$ cat config.mk
export PLATFORM = sky130hd
export DESIGN_NAME = rcbm_reset_boot
export DESIGN_NICKNAME = d
export VERILOG_FILES = /design/src/rcbm_sync.v /design/src/rcbm_reset_boot.v
export VERILOG_INCLUDE_DIRS = /design/src /design/src/src
export SDC_FILE = /design/constraint.sdc
export NUM_CORES = 1
export LEC_CHECK = 0
export BUFFER_PORTS_ARGS = -buffer_cell sky130_fd_sc_hd__buf_2
export CORE_ASPECT_RATIO = 2
export CORE_UTILIZATION = 35
export CTS_BUF_LIST = sky130_fd_sc_hd__clkbuf_4
export DETAILED_ROUTE_END_ITERATION = 10
export GPL_TIMING_DRIVEN = 0
export PLACE_DENSITY = 0.57
export SETUP_SLACK_MARGIN = 0.2
export SYNTH_ARGS = -nofsm -noshare
export SYNTH_HDL_FRONTEND = slang
export SYNTH_SLANG_ARGS = --single-unit
export TNS_END_PERCENT = 5
$ cat constraint.sdc
create_clock -name clk_i -period 3.6 [get_ports clk_i]
set_input_delay 0.36 -clock clk_i [delete_from_list [all_inputs] [get_ports clk_i]]
set_output_delay 0.36 -clock clk_i [all_outputs]
set_load 0.03 [all_outputs]
$ cat src/rcbm_consts.vh
`ifndef RCBM_CONSTS_VH
`define RCBM_CONSTS_VH

// ==============================================
// Reset timing in CPU clock cycles
// ==============================================
`define RCBM_QUAL_CYC 8
`define RCBM_STRETCH_CYC 1024
`define RCBM_QUAL_W 4
`define RCBM_STRETCH_W 11

// ==============================================
// Register byte offsets on the Wishbone slave
// ==============================================
`define RCBM_ADR_W 8
`define RCBM_OFF_CTRL 8'h00
`define RCBM_OFF_CAUSE 8'h04
`define RCBM_OFF_EVENT 8'h08
`define RCBM_OFF_MASK 8'h0C
`define RCBM_OFF_BOOT 8'h10

// ==============================================
// Field positions
// ==============================================
`define RCBM_CTRL_SWRST 0
`define RCBM_SRC_POR 0
`define RCBM_SRC_EXT 1
`define RCBM_SRC_SW 2
`define RCBM_SRC_WDOG 3
`define RCBM_SRC_LOC 4
`define RCBM_SRC_LOL 5
`define RCBM_SRC_LVD 6
`define RCBM_NSRC 7
`define RCBM_EV_DONE 7
`define RCBM_NEV 8
`define RCBM_BOOT_SEL_LO 0
`define RCBM_BOOT_STRAP 2
`define RCBM_BOOT_SRC_LO 3
`define RCBM_BOOT_PLL 5
`define RCBM_BOOT_FLASH 6

// ==============================================
// Reset values and encodings
// ==============================================
`define RCBM_CAUSE_RST 7'h01
`define RCBM_EVENT_RST 8'h00
`define RCBM_MASK_RST 8'h00
`define RCBM_SRC_EXTOSC 2'h0
`define RCBM_SRC_ONCHIP 2'h1
`define RCBM_SRC_CRYSTAL 2'h2
`define RCBM_SEL_RST 2'h0
`define RCBM_PINS_W 9

`endif

$ cat src/rcbm_sync.v
// ==============================================
// Two-stage synchroniser for a bundle of pins
// ==============================================
module rcbm_sync #(
   parameter W = 1,
   parameter [W-1:0] RST_VAL = {W{1'b0}}
) (
   input wire clk_i,
   input wire rst_i,
   input wire ce_i,
   input wire [W-1:0] d_i,
   output reg [W-1:0] q_o
);

   reg [W-1:0] meta;

   // The first stage is read by the second stage only.
   always @(posedge clk_i) begin
      if (rst_i) begin
         meta <= RST_VAL;
         q_o <= RST_VAL;
      end else if (ce_i) begin
         meta <= d_i;
         q_o <= meta;
      end
   end

endmodule // rcbm_sync

$ cat src/rcbm_reset_boot.v
// Design decisions made here: the register addresses and the Wishbone register port.
`include "rcbm_consts.vh"

// What this block does
// Reset pin must stay low 8 cycles
// Reset output low 1024 cycles after release
// Mode pins and strap select clock, PLL
// Mode 00: no PLL, external oscillator, strap ignored
// Mode 01: no PLL, crystal clock
// Mode 10: PLL on, strap picks reference
// Mode 11: PLL on, crystal reference
// Upper mode bit turns crystal pin input
// Clock pin unused with on-chip oscillator
// Config strap, no test: flash programming
// Clock output copies selected system clock
// Seven reset sources, last cause recorded
// Straps sampled at release, then held; crystal pin direction tracks live upper mode bit
// Stretch starts once all sources released
module rcbm_reset_boot #(
   parameter QUAL_CYCLES = `RCBM_QUAL_CYC,
   parameter STRETCH_CYCLES = `RCBM_STRETCH_CYC
) (
   input wire clk_i,
   input wire rst_i,
   input wire ce_i,
   input wire wb_cyc_i,
   input wire wb_stb_i,
   input wire wb_we_i,
   input wire [`RCBM_ADR_W-1:0] wb_adr_i,
   input wire [3:0] wb_sel_i,
   input wire [31:0] wb_dat_i,
   output reg [31:0] wb_dat_o,
   output reg wb_ack_o,
   input wire reset_in_n_i,
   output wire reset_out_n_o,
   output wire chip_reset_o,
   input wire watchdog_reset_i,
   input wire loss_of_clock_i,
   input wire loss_of_lock_i,
   input wire low_voltage_detect_i,
   input wire [1:0] clock_boot_select_i,
   input wire osc_out_strap_i,
   output reg osc_out_strap_o,
   output reg osc_out_strap_oe_o,
   input wire osc_clock_in_i,
   input wire relax_osc_i,
   input wire pll_clock_i,
   output reg osc_in_enable_o,
   output reg pll_enable_o,
   output reg [1:0] clock_source_o,
   output reg system_clock_out_o,
   input wire boot_config_strap_n_i,
   input wire test_i,
   output reg serial_flash_prog_o,
   output wire irq_o
);

   // ==============================================
   // Decode of the clock boot mode
   // ==============================================

   // Returns {pll enable, clock source} for a mode code and strap level.
   function [2:0] rcbm_clk_decode;
      input [1:0] sel;
      input strap;
      begin
         case (sel)
            // mode 00 decode
            2'h0: rcbm_clk_decode = {1'b0, strap ? `RCBM_SRC_ONCHIP : `RCBM_SRC_EXTOSC};
            // mode 01 decode
            2'h1: rcbm_clk_decode = {1'b0, `RCBM_SRC_CRYSTAL};
            // mode 10 decode
            2'h2: rcbm_clk_decode = {1'b1, strap ? `RCBM_SRC_ONCHIP : `RCBM_SRC_EXTOSC};
            // mode 11 decode
            2'h3: rcbm_clk_decode = {1'b1, `RCBM_SRC_CRYSTAL};
            default: rcbm_clk_decode = {1'b0, `RCBM_SRC_EXTOSC};
         endcase
      end
   endfunction

   // ==============================================
   // Pin synchronisers
   // ==============================================
   wire [`RCBM_PINS_W-1:0] pins_raw;
   wire [`RCBM_PINS_W-1:0] pins_s;
   wire rst_pin_n_s;
   wire [1:0] sel_s;
   wire strap_s;
   wire cfg_n_s;
   wire test_s;
   wire osc_in_s;
   wire relax_s;
   wire pll_s;

   assign pins_raw = {pll_clock_i, relax_osc_i, osc_clock_in_i, test_i, boot_config_strap_n_i,
                      osc_out_strap_i, clock_boot_select_i, reset_in_n_i};

   rcbm_sync #(
      .W(`RCBM_PINS_W),
      .RST_VAL(9'h009)
   ) u_sync (
      .clk_i(clk_i),
      .rst_i(rst_i),
      .ce_i(ce_i),
      .d_i(pins_raw),
      .q_o(pins_s)
   );

   assign rst_pin_n_s = pins_s[0];
   assign sel_s = pins_s[2:1];
   assign strap_s = pins_s[3];
   assign cfg_n_s = pins_s[4];
   assign test_s = pins_s[5];
   assign osc_in_s = pins_s[6];
   assign relax_s = pins_s[7];
   assign pll_s = pins_s[8];

   // ==============================================
   // External reset qualification
   // ==============================================
   reg [`RCBM_QUAL_W-1:0] qual_cnt;
   reg ext_req;
   reg por_req;
   reg sw_req;

   // qualify pin low
   always @(posedge clk_i) begin
      if (rst_i) begin
         qual_cnt <= {`RCBM_QUAL_W{1'b0}};
         ext_req <= 1'b0;
      end else if (ce_i) begin
         if (rst_pin_n_s) begin
            qual_cnt <= {`RCBM_QUAL_W{1'b0}};
            ext_req <= 1'b0;
         end else if (qual_cnt == QUAL_CYCLES[`RCBM_QUAL_W-1:0] - 1'b1) begin
            ext_req <= 1'b1;
         end else begin
            qual_cnt <= qual_cnt + 1'b1;
         end
      end
   end

   // Power-on request stands for the first cycle after the block reset.
   always @(posedge clk_i) begin
      if (rst_i) begin
         por_req <= 1'b1;
      end else if (ce_i) begin
         por_req <= 1'b0;
      end
   end

   // ==============================================
   // Reset sources and stretch
   // ==============================================
   wire [`RCBM_NSRC-1:0] src_act;
   wire any_src;
   reg [`RCBM_NSRC-1:0] src_prev;
   reg [`RCBM_STRETCH_W-1:0] stretch_cnt;
   reg in_reset;
   reg [`RCBM_NSRC-1:0] cause;
   wire stretch_done;

   // seven reset sources
   assign src_act = {low_voltage_detect_i, loss_of_lock_i, loss_of_clock_i, watchdog_reset_i,
                     sw_req, ext_req, por_req};
   assign any_src = |src_act;

   // hold while active
   always @(posedge clk_i) begin
      if (rst_i) begin
         in_reset <= 1'b1;
         stretch_cnt <= {`RCBM_STRETCH_W{1'b0}};
      end else if (ce_i) begin
         if (any_src) begin
            in_reset <= 1'b1;
            stretch_cnt <= {`RCBM_STRETCH_W{1'b0}};
         end else if (in_reset) begin
            // stretch after release
            if (stretch_cnt == STRETCH_CYCLES[`RCBM_STRETCH_W-1:0] - 1'b1) begin
               in_reset <= 1'b0;
            end else begin
               stretch_cnt <= stretch_cnt + 1'b1;
            end
         end
      end
   end

   assign stretch_done = ce_i & in_reset & ~any_src &
                         (stretch_cnt == STRETCH_CYCLES[`RCBM_STRETCH_W-1:0] - 1'b1);

   // immediate core reset
   assign chip_reset_o = in_reset | any_src;
   // drive reset output
   assign reset_out_n_o = ~chip_reset_o;

   // record last cause
   always @(posedge clk_i) begin
      if (rst_i) begin
         cause <= `RCBM_CAUSE_RST;
         src_prev <= {`RCBM_NSRC{1'b0}};
      end else if (ce_i) begin
         src_prev <= src_act;
         if (any_src) begin
            if (in_reset && (stretch_cnt == {`RCBM_STRETCH_W{1'b0}})) begin
               cause <= cause | src_act;
            end else begin
               cause <= src_act;
            end
         end
      end
   end

   // ==============================================
   // Boot straps and clock selection
   // ==============================================
   reg [1:0] sel_lat;
   reg strap_lat;
   wire [2:0] clk_dec;

   assign clk_dec = rcbm_clk_decode(sel_lat, strap_lat);

   // sample at release
   always @(posedge clk_i) begin
      if (rst_i) begin
         sel_lat <= `RCBM_SEL_RST;
         strap_lat <= 1'b0;
         serial_flash_prog_o <= 1'b0;
      end else if (stretch_done) begin
         sel_lat <= sel_s;
         // strap only when upper bit set
         strap_lat <= sel_s[1] & strap_s;
         // flash programming entry
         serial_flash_prog_o <= ~cfg_n_s & ~test_s;
      end
   end

   // apply decoded mode
   always @(posedge clk_i) begin
      if (rst_i) begin
         pll_enable_o <= 1'b0;
         clock_source_o <= `RCBM_SRC_EXTOSC;
         osc_in_enable_o <= 1'b1;
      end else if (ce_i) begin
         pll_enable_o <= clk_dec[2];
         clock_source_o <= clk_dec[1:0];
         // clock pin use
         osc_in_enable_o <= (clk_dec[1:0] != `RCBM_SRC_ONCHIP);
      end
   end

   // crystal pin direction
   always @(posedge clk_i) begin
      if (rst_i) begin
         osc_out_strap_o <= 1'b0;
         osc_out_strap_oe_o <= 1'b0;
      end else if (ce_i) begin
         osc_out_strap_oe_o <= ~sel_s[1];
         osc_out_strap_o <= ~osc_in_s;
      end
   end

   // clock output copy
   always @(posedge clk_i) begin
      if (rst_i) begin
         system_clock_out_o <= 1'b0;
      end else if (ce_i) begin
         if (clk_dec[2]) begin
            system_clock_out_o <= pll_s;
         end else if (clk_dec[1:0] == `RCBM_SRC_ONCHIP) begin
            system_clock_out_o <= relax_s;
         end else begin
            system_clock_out_o <= osc_in_s;
         end
      end
   end

   // ==============================================
   // Wishbone slave and interrupt registers
   // ==============================================
   reg [`RCBM_NEV-1:0] event_st;
   reg [`RCBM_NEV-1:0] event_mask;
   wire [`RCBM_NEV-1:0] event_set;
   wire req;
   wire wr;
   reg [31:0] next_rdata;

   assign req = wb_cyc_i & wb_stb_i;
   assign wr = req & wb_we_i & wb_ack_o & wb_sel_i[0];
   assign event_set = {stretch_done, src_act & ~src_prev};
   assign irq_o = |(event_st & event_mask);

   // Ack follows a request by one cycle and drops the cycle after.
   always @(posedge clk_i) begin
      if (rst_i) begin
         wb_ack_o <= 1'b0;
         wb_dat_o <= 32'h00000000;
      end else if (ce_i) begin
         wb_ack_o <= req & ~wb_ack_o;
         wb_dat_o <= next_rdata;
      end
   end

   // Read mux; unmapped offsets read as zero.
   always @* begin
      next_rdata = 32'h00000000;
      case (wb_adr_i)
         `RCBM_OFF_CAUSE: next_rdata[`RCBM_NSRC-1:0] = cause;
         `RCBM_OFF_EVENT: next_rdata[`RCBM_NEV-1:0] = event_st;
         `RCBM_OFF_MASK: next_rdata[`RCBM_NEV-1:0] = event_mask;
         `RCBM_OFF_BOOT: begin
            next_rdata[`RCBM_BOOT_SEL_LO+1:`RCBM_BOOT_SEL_LO] = sel_lat;
            next_rdata[`RCBM_BOOT_STRAP] = strap_lat;
            next_rdata[`RCBM_BOOT_SRC_LO+1:`RCBM_BOOT_SRC_LO] = clk_dec[1:0];
            next_rdata[`RCBM_BOOT_PLL] = clk_dec[2];
            next_rdata[`RCBM_BOOT_FLASH] = serial_flash_prog_o;
         end
         default: next_rdata = 32'h00000000;
      endcase
   end

   // software reset source
   always @(posedge clk_i) begin
      if (rst_i) begin
         sw_req <= 1'b0;
      end else if (ce_i) begin
         sw_req <= wr & (wb_adr_i == `RCBM_OFF_CTRL) & wb_dat_i[`RCBM_CTRL_SWRST];
      end
   end

   // Sticky events: write one clears, a new event wins over the clear.
   always @(posedge clk_i) begin
      if (rst_i) begin
         event_st <= `RCBM_EVENT_RST;
         event_mask <= `RCBM_MASK_RST;
      end else if (ce_i) begin
         if (wr && (wb_adr_i == `RCBM_OFF_EVENT)) begin
            event_st <= (event_st & ~wb_dat_i[`RCBM_NEV-1:0]) | event_set;
         end else begin
            event_st <= event_st | event_set;
         end
         if (wr && (wb_adr_i == `RCBM_OFF_MASK)) begin
            event_mask <= wb_dat_i[`RCBM_NEV-1:0];
         end
      end
   end

endmodule // rcbm_reset_boot

* After elaboration in Yosys (flattened, before gate mapping) *
Index checks and enable logic that the tools add are counted.

storage, ports and cells
  bits in registers = 87
  bits of input ports = 63
  logic and storage cells = 99
  output and inout port bits = 44

operators by class
  bitwise gates (word level) = 28
  equality and inequality tests = 13
  reduce and logical (&&, ||, !) cells = 15
  multiplexer cells = 18
  $add $sub $neg = 2

operators with widths
  cell                                                               count
  11-bit 2-to-1 mux                                                  3
  7-bit one-hot mux with 4 select lines                              1
  8-bit AND                                                          2
  8-bit by 4-bit == test with 1-bit output, second input constant    2
  8-bit OR                                                           2
  1-bit AND                                                          12
  3-bit one-hot mux with 4 select lines                              1
  11-bit by 1-bit adder with 11-bit output, second input constant    1
  11-bit by 10-bit == test with 1-bit output, second input constant  1
  11-bit logical NOT                                                 1
  8-bit by 3-bit == test with 1-bit output, second input constant    1
  8-bit by 5-bit == test with 1-bit output, second input constant    1
  8-bit logical NOT                                                  1
  1-bit 2-to-1 mux                                                   8
  4-bit 2-to-1 mux                                                   2
  8-bit 2-to-1 mux                                                   1
  8-bit inverter                                                     1
  2-bit AND reduction                                                4
  8-bit OR reduction                                                 1
  7-bit AND                                                          1
  7-bit 2-to-1 mux                                                   1
  1-bit inverter                                                     7
  7-bit inverter                                                     1
  7-bit OR                                                           1
  13 further kinds                                                   19

* Logic depth before layout (Yosys ltp) *
Gate-level depths: netlist (run 1).

  depth after elaboration = 6
  mapped depth = 6

* Modules after synthesis *
A second synthesis (run 1) with hierarchy kept.

second synthesis, totals
  cell total of the unflattened synthesis = 483
  area total of the unflattened synthesis = 4154.0 sq um

modules (own cells, without submodules)
  module           cells an instance  area an instance (sq um)  times used
  rcbm_reset_boot  425                3490.8                    1
  rcbm_sync        58                 663.1                     1

* Worst setup path after synthesis (run 1) *
Ideal clock, no wire load.

  kind = reg-to-reg
  from = register stretch_cnt[0]
  to = register serial_flash_prog_o
  path slack = 1.885 ns
  data arrival time = 1.581 ns
  cell stages (with the launch flop) = 6
  data required time = 3.466 ns
  period minus slack after synthesis = 1.715 ns
  path through = dfxtp_1 -> ha_1 -> nand3_1 -> or4_1 -> o311ai_1 -> o41ai_2

between the ends
  longest elaborated chain between the ends = 2

ends and longest elaborated chain
  element                                     RTL line               source
  start: declaration                          rcbm_reset_boot.v:158  reg [`RCBM_STRETCH_W-1:0] stretch_cnt;
  start signal: assignment                    rcbm_reset_boot.v:172  stretch_cnt <= {`RCBM_STRETCH_W{1'b0}};
  start signal: assignment                    rcbm_reset_boot.v:176  stretch_cnt <= {`RCBM_STRETCH_W{1'b0}};
  start signal: assignment                    rcbm_reset_boot.v:182  stretch_cnt <= stretch_cnt + 1'b1;
  11-bit by 10-bit == test with 1-bit output  rcbm_reset_boot.v:189  (stretch_cnt == STRETCH_CYCLES[`RCBM_STRETCH_W-1:0] - 1'b1);
  1-bit AND                                   rcbm_reset_boot.v:188  assign stretch_done = ce_i & in_reset & ~any_src &
  end signal: assignment                      rcbm_reset_boot.v:233  serial_flash_prog_o <= ~cfg_n_s & ~test_s;
  end: declaration                            rcbm_reset_boot.v:54   output reg serial_flash_prog_o,

No other way between the ends.
A chain may end at the register's enable or synchronous reset.

* Final worst setup path (run 1) *
  from = register sw_req
  to = output port reset_out_n_o

between the ends
  longest elaborated chain between the ends = 3

ends and longest elaborated chain
  element                   RTL line               source
  start: declaration        rcbm_reset_boot.v:124  reg sw_req;
  start signal: assignment  rcbm_reset_boot.v:326  sw_req <= wr & (wb_adr_i == `RCBM_OFF_CTRL) & wb_dat_i[`RCBM_CTRL_SWRST];
  7-bit OR reduction        rcbm_reset_boot.v:166  assign any_src = |src_act;
  1-bit OR                  rcbm_reset_boot.v:192  assign chip_reset_o = in_reset | any_src;
  1-bit inverter            rcbm_reset_boot.v:194  assign reset_out_n_o = ~chip_reset_o;
  end: declaration          rcbm_reset_boot.v:35   output wire reset_out_n_o,

No other way between the ends.

==> impl_metrics.py, run 1 <==
metrics = {
    "outcome": {
        "run_status": "finished, final reports clean",
    },
    "timing": {
        "min_period_ns": 2.435,
        "timing.fmax_ghz": 0.4107,
        "setup_viol": 0,
        "finalMaxSlewViolations": 0,
        "post-route-period-util_pct": 67.63,
        "setup-tns-final_ns": 0,
        "hold_ws_ns": 0.09369,
        "clock_skew_ns": 0.02362,
        "tightest_slew_ns": 0.6837,
        "rsz0062_at_grt": "no",
        "relSlewSlack_pct": 53.70,
        "hold_violations": 0,
    },
    "placement": {
        "io_buffer_count": 53,
        "place.gp.congestion": 0.9292,
        "placed_area_sq_um": 4663,
        "hpwlAfterDp_microns": 9343,
    },
    "setup_path": {
        "slowest_delay_ns": 0.63,
        "reg2reg_from": "sw_req",
        "criticalPathCategory": "reg2out",
        "rrSetupSlack_ns": 1.42,
        "cp.depth": 4,
        "rr_worst_depth": 4,
        "crit_arrival_ns": 2.07,
        "path_buf_inv": 2,
        "r2r-end": "stretch_cnt[8]",
        "crit_path_start": "sw_req",
        "crit_chain": "nor4_1, nand3_1, inv_1, buf_2",
        "cp_top_family": "simple AND/OR/NAND/NOR gates",
        "crit_fanout": 4,
        "cp.required_ns": 3.24,
        "setup.worst_path.end": "reset_out_n_o",
        "cp-end-kind": "output pin",
        "startpoint_type": "flop",
        "crit_path_top_delay_cell": "nor4_1",
    },
    "global_routing": {
        "track_usage_pct": 20.54,
        "overflow": 0,
        "grt_pass1_wl_microns": 18950,
        "grt_pass1_vias": 3758,
        "grt_start_max_net_pins": 19,
        "antenna_found_initial": 1,
    },
    "route": {
        "vias": 3735,
        "dr.pass1.iters": 6,
        "wirelength_microns": 11910,
        "drc_errors": 0,
        "ant_nets": 0,
        "drt_iter0_drc": 197,
        "wire_per_inst_microns": 16.85,
        "vias_per_cell": 5.283,
    },
    "clock_network": {
        "cts_buffers": 9,
        "cts_setup_buffers": 0,
        "cts.sinks": 87,
        "cts.htree.levels": 3,
        "ctsResizeCount": 0,
        "path_clk_slew_ns": 0.16,
        "cts_tree": "built",
        "clk_latency_ns": 0.48,
        "cts-root-buf": "clkbuf_4",
        "cts_hold_buf": 0,
        "cts_buffer_depth": 2,
    },
    "floorplanning": {
        "design.die.area_sq_um": 12280,
        "die_h_microns": 155.7,
        "core_area_sq_um": 11420,
        "row_count": 55,
        "fp.dieW_microns": 78.85,
        "ios": 107,
        "start_util_pct": 36.19,
    },
    "final_layout": {
        "multi_input_area_sq_um": 2071,
        "seqCellArea_sq_um": 1742,
        "syn2layout_area_growth_pct": 16.22,
        "final_area_sq_um": 4805,
        "fillers": 1202,
        "final_core_util_pct": 42.06,
        "drive_gt1_share_pct": 22.87,
        "nets": 625,
    },
    "yosys": {
        "ys_types": 64,
        "async_flop_share_pct": 0,
        "syn_area_sq_um": 4134,
        "synth-seq-cells": 87,
        "synthCells": 472,
        "synth_enable_flop_cells": 0,
        "ys.flop_type": "dfxtp_1",
        "synth-seq-area-share_pct": 42.13,
        "avgSynthCellArea_sq_um": 8.758,
        "ys_warn_count": 0,
    },
    "power": {
        "switching_share_pct": 31.26,
        "finalPower_uw": 1785,
        "switchingPower_uw": 558.1,
        "p_comb_share_pct": 11.7,
        "p_clk_share_pct": 32.0,
        "leakage_uw": 0.001949,
        "pwr-share-seq_pct": 56.2,
        "ir_worst_vdd_mv": 0.2162,
        "p_int_uw": 1227,
        "power_density_nw_per_um2": 371.6,
    },
    "min_path": {
        "holdCritPathClass": "in2reg",
    },
    "flow_run": {
        "cap_viol_max_count": 0,
    },
}
==> worst min path at each step <==
stage	cells past startpoint	start	end	slack [ns]
after floorplan	2	cause[0]	cause[0]	0.43
after global placement	2	wb_dat_o[4]	wb_dat_o[4]	0.44
after detailed placement	2	wb_dat_o[6]	wb_dat_o[6]	0.44
after CTS	3	reset_in_n_i	u_sync.meta[0]	0.08
after global routing	3	osc_out_strap_i	u_sync.meta[3]	0.08
final	3	reset_in_n_i	u_sync.meta[0]	0.09
==> routing by layer <==
layer  share of wire [%]  global-route usage, %  routed length (microns)
met5                   0                      0                        0
met1                  34                  18.32                     3992
met4                 6.8                  14.89                      805
met2                  56                  39.96                     6712
met3                 3.4                  3.275                      400
==> cell usage after synthesis, drive strengths merged, types with 2 or more instances <==
master	instances	area, sq um
or4	4	33.78
nand4	6	37.54
and3	2	12.51
nand3	19	107.6
and2	2	12.51
a31oi	4	25.02
a31o	2	17.52
o21ai	31	158.9
mux2	2	22.52
mux2i	23	230.2
nand4b	4	41.29
nand2	50	190.2
buf	33	239.0
nand2b	3	18.77
nor4	6	52.55
nor2	33	131.4
nor4b	4	50.05
o211ai	2	15.01
o311ai	5	43.79
a21o	2	15.01
or3	5	37.54
o31ai	3	22.52
a22oi	5	37.54
nand3b	7	52.55
or2	8	50.05
ha	3	37.54
a221oi	2	17.52
nor3	6	40.04
inv	22	82.58
clkbuf	15	86.33
a211oi	3	22.52
a222oi	6	60.06
and4	6	53.80
dfxtp	87	1742
a21oi	44	220.2
==> flip-flops by register name, indices dropped and copies added (netlist names) <==
register and count:
stretch_cnt 11, u_sync.meta 9, u_sync.q_o 9, event_mask 8, event_st 8, wb_dat_o 8
cause 7, src_prev 7, qual_cnt 4, clock_source_o 2, sel_lat 2, ext_req 1
in_reset 1, osc_in_enable_o 1, osc_out_strap_o 1, osc_out_strap_oe_o 1, pll_enable_o 1, por_req 1
serial_flash_prog_o 1, strap_lat 1, sw_req 1, system_clock_out_o 1, wb_ack_o 1
==> cell usage in the layout, fill, tap and decap left out, drive strengths merged, types with 3 or more instances in the layout <==
cell,synthesis,routed
dfxtp,87,87
buf,33,86
nand2,50,50
a21oi,44,44
nor2,33,33
o21ai,31,31
inv,22,27
conb,1,24
clkbuf,15,24
mux2i,23,23
nand3,19,19
or2,8,8
nand3b,7,7
nand4,6,6
a222oi,6,6
nor4,6,6
and4,6,6
nor3,6,6
a22oi,5,5
o311ai,5,5
or3,5,5
a31oi,4,4
nor4b,4,4
nand4b,4,4
or4,4,4
nand2b,3,3
a211oi,3,3
o31ai,3,3
ha,3,3
==> through the flow <==
step,setup WS [ns],instances
5_1_grt,1.036,707
6_report,1.165,707
3_3_place_gp,1.358,690
4_1_cts,1.146,706
2_1_floorplan,1.885,495
3_5_place_dp,1.351,690
==> worst reg2reg max path: cells and delay by family (launching register included) <==
family / cells / cell delay (ns)
and+or+nand+nor: 3 / 1.59
DFF: 1 / 0.39
AOI/OAI and AO/OA: 1 / 0.16
==> cell families (layout without fill, tap and decap cells) <==
logic type | count (synthesis) | after routing | share of synthesized area, %
and+or+nand+nor | 169 | 169 | 23.12
AOI/OAI and AO/OA | 116 | 116 | 17.55
DFF | 87 | 87 | 42.13
buffers and inverters | 70 | 139 | 9.867
muxes | 25 | 25 | 6.114
adders and majority gates | 3 | 3 | 0.9081
other | 1 | 25 | 0.09071
xor gates and xnor gates | 1 | 1 | 0.2119
==> power by group through the flow <==
stage | combinational, uW | clock, uW | sequential (uW)
2_1_floorplan | 146 | 0 | 1020
3_3_place_gp | 207 | 0 | 1020
3_5_place_dp | 209 | 0 | 1030
4_1_cts | 210 | 585 | 1000
5_1_grt | 228 | 624 | 1010
6_report | 210 | 572 | 1000
==> final cells by class <==
type / count / area share [%]
plain buffers: 48 / 6.771
multi-input cells: 338 / 43.10
clock buffers: 9 / 1.406
diodes: 1 / 0.05208
repair buffers: 53 / 5.521
inverters: 22 / 1.719
flip-flops and latches: 87 / 36.25
clock inverters: 7 / 1.484
well taps: 142 / 3.698
No activity file was read; power rests on OpenSTA's default activity.
==> run 2: changes to the inputs <==
--- a/config.mk
+++ b/config.mk
@@ -12,7 +12,7 @@
 export CTS_BUF_LIST = sky130_fd_sc_hd__clkbuf_4
 export DETAILED_ROUTE_END_ITERATION = 10
 export GPL_TIMING_DRIVEN = 0
-export PLACE_DENSITY = 0.57
+export PLACE_DENSITY = 0.59
 export SETUP_SLACK_MARGIN = 0.2
 export SYNTH_ARGS = -nofsm -noshare
 export SYNTH_HDL_FRONTEND = slang
==> constraint.sdc (replaced) <==
create_clock -name clk_i -period 2 [get_ports clk_i]
set_input_delay 0.2 -clock clk_i [delete_from_list [all_inputs] [get_ports clk_i]]
set_output_delay 0.2 -clock clk_i [all_outputs]
set_load 0.03 [all_outputs]
==> run 2 against run 1 <==
  * Critical path depth rose by 1
  * Count of clock-buffer cells in the layout did not move
  * Sequential share of layout area fell by 1.9 points
  * Total power rose by 85%
  * Combinational power rose by 94%
  * Register-to-register slack got worse by 1.2 ns
  * Worst hold slack got worse by 0.039 ns
  * Routed wire length rose by 1.7%
  * First-iteration DRC count fell by 14%
  * Global-route usage fell by 0.29 points
  * Flip-flop and latch count did not move
==> impl_metrics.py, run 2 (synthesis results as in run 1) <==
metrics = {
    "outcome": {
        "run_status": "finished, final reports clean",
    },
    "clock_network": {
        "cts-root-buf": "clkbuf_4",
        "cts_buffers": 9,
        "cts_tree": "built",
        "cts.htree.levels": 3,
        "cts_buffer_depth": 2,
        "path_clk_slew_ns": 0.16,
        "cts_setup_buffers": 0,
        "cts.sinks": 87,
        "clk_latency_ns": 0.45,
    },
    "placement": {
        "dp_slack_ns": -0.2035,
        "io_buffer_count": 53,
        "place.gp.congestion": 0.9446,
        "hpwlAfterDp_microns": 9451,
        "dp.cells": 690,
    },
    "setup_path": {
        "r2r-end": "strap_lat",
        "crit_arrival_ns": 2.13,
        "criticalPathCategory": "reg2reg",
        "cp.required_ns": 2.33,
        "rr_worst_depth": 5,
        "cp-end-kind": "flop",
        "reg2reg_from": "stretch_cnt[0]",
        "rrSetupSlack_ns": 0.20,
        "startpoint_type": "flop",
        "crit_fanout": 5,
    },
    "final_layout": {
        "largest_reg_flops": 11,
        "syn2layout_area_growth_pct": 23.34,
        "top_register": "stretch_cnt",
        "final_core_util_pct": 44.63,
        "drive_gt1_share_pct": 24.44,
        "final_common_cell": "dfxtp_1",
        "nets": 642,
        "finalNonFillerCells": 724,
        "reg.largest.list": "stretch_cnt: 11 flops, u_sync.meta: 9 flops, u_sync.q_o: 9 flops",
        "final_cell_mix": "dfxtp_1, buf_2, nand2_1",
    },
    "floorplanning": {
        "start_util_pct": 36.19,
        "row_count": 55,
        "design.die.area_sq_um": 12280,
        "fp.dieW_microns": 78.85,
        "ios": 107,
        "die_h_microns": 155.7,
        "core_area_sq_um": 11420,
    },
    "timing": {
        "finalMaxSlewViolations": 0,
        "rsz0062_at_grt": "yes",
        "setup_viol": 0,
        "relSlewSlack_pct": 55.58,
        "setup-tns-final_ns": 0,
        "timing.fmax_ghz": 0.5550,
        "tightest_slew_ns": 0.6664,
        "worst_slack_ns": 0.1981,
        "clock_skew_ns": 0.01051,
        "hold_violations": 0,
        "min_period_ns": 1.802,
        "post-route-period-util_pct": 90.09,
    },
    "min_path": {
        "holdCritPathClass": "in2reg",
        "holdPathEnd": "src_prev[5]",
        "whs_path_depth": 3,
        "hold_start": "loss_of_lock_i",
    },
    "route": {
        "dr.pass1.iters": 5,
        "ant_nets": 0,
        "wire_per_inst_microns": 16.73,
        "drc_errors": 0,
        "vias": 3756,
        "vias_per_cell": 5.188,
        "drt_iter0_drc": 170,
        "wirelength_microns": 12120,
    },
    "global_routing": {
        "grt_start_max_net_pins": 17,
        "track_usage_pct": 20.25,
        "overflow": 0,
        "antenna_found_initial": 1,
        "grt_pass1_vias": 3585,
        "grt_pass1_wl_microns": 18580,
    },
    "power": {
        "ir_worst_vdd_mv": 0.3012,
        "leakage_uw": 0.002047,
        "power_density_nw_per_um2": 647.7,
    },
    "flow_run": {
        "cap_viol_max_count": 0,
    },
}
==> run 2: layer usage <==
| layer | track usage [%] | share of wire, % | vias up | wire length, microns |
|---|---|---|---|---|
| li1 | - | - | 1866 | - |
| met1 | 18.29 | 34 | 1770 | 4131 |
| met2 | 40.50 | 59 | 91 | 7090 |
| met3 | 3.216 | 3.0 | 29 | 361 |
| met4 | 11.86 | 4.4 | 0 | 532 |
| met5 | 0 | 0 | - | 0 |
==> run 2: final cells by class <==
cell class,instances,area (sq um)
Antenna cell,1,2.502
Buffer,48,329.1
Clock buffer,9,67.56
Clock inverter,7,78.83
Fill cell,1209,6325
Inverter,22,82.58
Multi-Input combinational cell,338,2173
Sequential cell,87,1749
Tap cell,142,177.7
Timing Repair Buffer,70,437.9
==> run 2: repair_timing <==
| action | 4_1_cts | 5_1_grt |
|---|---|---|
| pin swaps | 1 | 0 |
| setup endpoints to repair | 15 | 17 |
| gates resized for setup | 16 | 6 |
| hold buffers | 16 | 1 |
| endpoints found under the hold margin | 16 | 1 |
==> run 2: worst max-delay path, cell delays in order (launching register included) <==
cell      delay (ns)
dfxtp_4         0.40
ha_4            0.18
nand3_2         0.16
or4_4           0.56
o311ai_1        0.27
o31ai_1         0.11
==> run 2: worst max path at each step <==
stage,start,to,slack [ns],cells past startpoint
3_5_place_dp,stretch_cnt[1],sel_lat[1],-0.20,5
4_1_cts,sw_req,stretch_cnt[1],0.19,5
6_report,stretch_cnt[0],strap_lat,0.20,5
3_3_place_gp,stretch_cnt[0],sel_lat[0],-0.18,5
2_1_floorplan,stretch_cnt[0],serial_flash_prog_o,0.28,5
5_1_grt,stretch_cnt[0],stretch_cnt[3],0.15,5
==> run 2: where the power goes <==
part	switching, uW	internal (uW)
logic	246	163
clock network	687	400
registers	32.3	1780
total	964	2340
==> run 2: per-stage QoR <==
step | hold WS, ns | total power [uW] | cell area [sq um]
after floorplan | 0.3284 | 2105 | 4220
after global placement | 0.4210 | 2215 | 4663
after detailed placement | 0.4259 | 2221 | 4663
after CTS | 0.004347 | 3314 | 5050
after global routing | 0.05866 | 3432 | 5099
final | 0.05452 | 3302 | 5099
==> run 3: changes to the inputs <==
--- a/config.mk
+++ b/config.mk
@@ -6,12 +6,12 @@
 export SDC_FILE = /design/constraint.sdc
 export NUM_CORES = 1
 export LEC_CHECK = 0
+export ABC_AREA = 1
 export BUFFER_PORTS_ARGS = -buffer_cell sky130_fd_sc_hd__buf_2
 export CORE_ASPECT_RATIO = 2
 export CORE_UTILIZATION = 35
 export CTS_BUF_LIST = sky130_fd_sc_hd__clkbuf_4
 export DETAILED_ROUTE_END_ITERATION = 10
-export GPL_TIMING_DRIVEN = 0
 export PLACE_DENSITY = 0.59
 export SETUP_SLACK_MARGIN = 0.2
 export SYNTH_ARGS = -nofsm -noshare
==> run 3 against run 2 <==
  * Flip-flop and latch count is the same
  * Critical endpoint is now irq_o
  * Via count down 0.91%
  * Count of clock-buffer cells in the layout is the same
  * Clock skew up 0.0089 ns
  * Utilization is 3.7 points lower
  * First-iteration DRC count is 16% lower
  * Largest power group unchanged
  * Non-clock buffer count shrank 44
  * Combinational power is 14% lower
  * Global-route usage fell by 2.9 points
  * Synthesized cell count up 20%
  * Fmax grew 3.4%
==> impl_metrics.py, run 3 <==
metrics = {
    "global_routing": {
        "use_met1_pct": 17.77,
        "track_usage_pct": 17.34,
        "grt_pass1_vias": 3576,
        "grt_pass1_wl_microns": 16580,
        "met3_usage_pct": 3.343,
        "grt.busiest_layer": "met2",
        "overflow": 0,
        "antenna_found_initial": 1,
        "met2_usage_pct": 32.87,
        "grt_start_max_net_pins": 42,
    },
    "setup_path": {
        "startpoint_type": "flop",
        "rr_worst_depth": 10,
        "cp.depth": 4,
        "setup.worst_path.end": "irq_o",
        "crit_fanout": 3,
        "slowest_delay_ns": 0.36,
        "cp-end-kind": "output pin",
        "crit_chain": "a22o_1, a221oi_1, nand2_1, buf_4",
        "cp.required_ns": 1.80,
        "cp_top_family": "compound AO/OA/AOI/OAI gates",
        "crit_path_top_delay_cell": "dfxtp_1",
        "criticalPathCategory": "reg2out",
        "crit_arrival_ns": 1.54,
        "r2r-end": "stretch_cnt[2]",
        "path_buf_inv": 1,
        "reg2reg_from": "stretch_cnt[0]",
        "rrSetupSlack_ns": 0.32,
        "crit_path_start": "event_st[4]",
    },
    "yosys": {
        "synth-adder-area-share_pct": 0.9180,
        "synth_mux_area_share_pct": 0,
        "synth_most_common_cell": "nand2_1",
        "syn_area_sq_um": 4089,
        "synthCells": 568,
        "ys_warn_count": 0,
        "synth_enable_flop_cells": 0,
        "ys_types": 35,
        "ys_top_cells_by_count": "nand2_1, dfxtp_1, a21oi_1, nor2_1, nand3_1",
        "async_flop_share_pct": 0,
        "synth-seq-cells": 87,
        "synth_area_leader_cell": "dfxtp_1",
        "synth-seq-area-share_pct": 42.59,
        "synth_top_area_share_pct": 42.59,
        "ys.flop_type": "dfxtp_1",
        "synthTopCellsByArea": "dfxtp_1, nand2_1, a21oi_1",
        "avgSynthCellArea_sq_um": 7.199,
        "synthSimpleGateAreaFrac_pct": 30.91,
        "synth-compound-area-share_pct": 14.01,
        "synth_xor_area_share_pct": 0.6426,
        "synth_top_family_by_area": "simple AND/OR/NAND/NOR gates",
    },
    "floorplanning": {
        "core_area_sq_um": 11350,
        "design.die.area_sq_um": 12150,
        "die_h_microns": 154.9,
        "row_count": 55,
        "ios": 107,
        "fp.dieW_microns": 78.43,
        "start_util_pct": 36.01,
    },
    "final_layout": {
        "final_common_cell": "nand2_1",
        "final_cell_mix": "nand2_1, dfxtp_1, nor2_1, a21oi_1, buf_2",
        "largest_reg_flops": 11,
        "reg.largest.list": "stretch_cnt: 11 flops, u_sync.meta: 9 flops, u_sync.q_o: 9 flops",
        "nets": 695,
        "top_register": "stretch_cnt",
        "fillers": 1227,
        "syn2layout_area_growth_pct": 13.74,
        "finalNonFillerCells": 777,
        "drive_gt1_share_pct": 17.35,
    },
    "placement": {
        "io_buffer_count": 55,
        "place.gp.congestion": 0.7926,
        "hpwlAfterDp_microns": 7451,
        "dp.cells": 751,
        "dp_slack_ns": 0.3377,
    },
    "route": {
        "ant_nets": 0,
        "dr.pass1.iters": 4,
        "drc_errors": 0,
        "drt_iter0_drc": 143,
        "vias": 3722,
        "wire_per_inst_microns": 12.76,
        "vias_per_cell": 4.790,
        "wirelength_microns": 9916,
    },
    "timing": {
        "tightest_slew_ns": 0.5316,
        "hold_ws_ns": 0.05168,
        "setup-tns-final_ns": 0,
        "setup_viol": 0,
        "rsz0062_at_grt": "yes",
        "post-route-period-util_pct": 87.16,
        "timing.fmax_ghz": 0.5736,
        "min_period_ns": 1.743,
        "worst_slack_ns": 0.2568,
        "relSlewSlack_pct": 64.43,
        "finalMaxSlewViolations": 0,
        "hold_violations": 0,
        "clock_skew_ns": 0.01944,
    },
    "flow_run": {
        "cap_viol_max_count": 0,
    },
    "clock_network": {
        "cts_buffer_depth": 2,
        "clk_latency_ns": 0.44,
        "cts.sinks": 87,
        "cts_tree": "built",
        "cts_setup_buffers": 0,
        "cts-root-buf": "clkbuf_4",
        "path_clk_slew_ns": 0.15,
        "cts_buffers": 9,
        "cts.htree.levels": 3,
    },
    "min_path": {
        "holdCritPathClass": "in2reg",
    },
    "power": {
        "ir_worst_vdd_mv": 0.5043,
        "power_density_nw_per_um2": 664.8,
        "leakage_uw": 0.002040,
    },
    "outcome": {
        "run_status": "finished, final reports clean",
    },
}
[run 3: cell count changes after synthesis, moves of 6 or more]
cell,delta
nand2_1,+81
nand3_1,+33
nor2_1,+27
mux2i_1,-23
o21ai_0,+23
inv_1,+17
a21oi_1,+15
o21ai_1,-12
nand3b_1,-7
a222oi_1,-6
[run 3: worst reg2reg max path, stage by stage, from the launching register on]
cell and delay [ns]:
dfxtp_1 0.44, ha_1 0.25, nand2_1 0.11, nor2_4 0.16
nand3_4 0.12, nand2_1 0.07, nand2_1 0.05, nand2_2 0.14
nor2_1 0.11, nand2_1 0.08, nand2_1 0.05
[run 3: how the worst min path moves through the flow]
stage,slack [ns],startpoint,cells after the start,to
detailed placement,0.42,osc_out_strap_i,3,u_sync.meta[3]
CTS,0.02,ce_i,3,wb_ack_o
floorplan,0.33,reset_in_n_i,2,u_sync.meta[0]
global placement,0.42,clock_boot_select_i[1],3,u_sync.meta[2]
finish,0.05,wb_cyc_i,3,wb_ack_o
global route,0.02,ce_i,3,wb_ack_o
[run 3: timing repair]
action                                 in CTS  in global routing
resized for setup                           3                  1
pin swaps                                   1                  0
setup endpoints to repair                   1                  3
hold buffers                                9                  0
endpoints found under the hold margin       9                  0
[run 3: cell families after synthesis]
logic type,after synthesis
other cells,1
simple gates,276
compound gates,109
buf+inv,89
flops,87
xor+xnor,3
fa+ha+maj,3
[run 3: area by class of cell]
| class | instances | area [sq um] | area share, % |
|---|---|---|---|
| tap | 142 | 177.7 | 3.820 |
| sequential | 87 | 1743 | 37.48 |
| clock inverter | 7 | 56.30 | 1.211 |
| antenna | 1 | 2.502 | 0.05381 |
| multi-input combinational | 415 | 2003 | 43.07 |
| timing repair buffer | 74 | 442.9 | 9.524 |
| inverter | 42 | 157.7 | 3.390 |
| clock buffer | 9 | 67.56 | 1.453 |
[run 3: report_power, final]
| group | leakage (uW) | switching [uW] | internal [uW] |
|---|---|---|---|
| Sequential | 0.000711 | 35.1 | 1790 |
| Clock | 0.0000621 | 646 | 268 |
| Combinational | 0.00127 | 241 | 109 |
| Total | 0.00204 | 923 | 2170 |
[run 3: layer usage]
metal	wire length, microns	vias up
met1	3919	1700
met5	0	-
met2	5405	88
met3	295	18
li1	-	1916
met4	296	0
[run 3: stage by stage]
step / power (uW) / area [sq um] / util (%)
final: 3092 / 4651 / 40.96
after global routing: 3233 / 4651 / 40.96
after CTS: 3119 / 4642 / 40.88
after detailed placement: 2201 / 4418 / 38.91
after global placement: 2194 / 4418 / 38.91
after floorplan: 2133 / 4175 / -
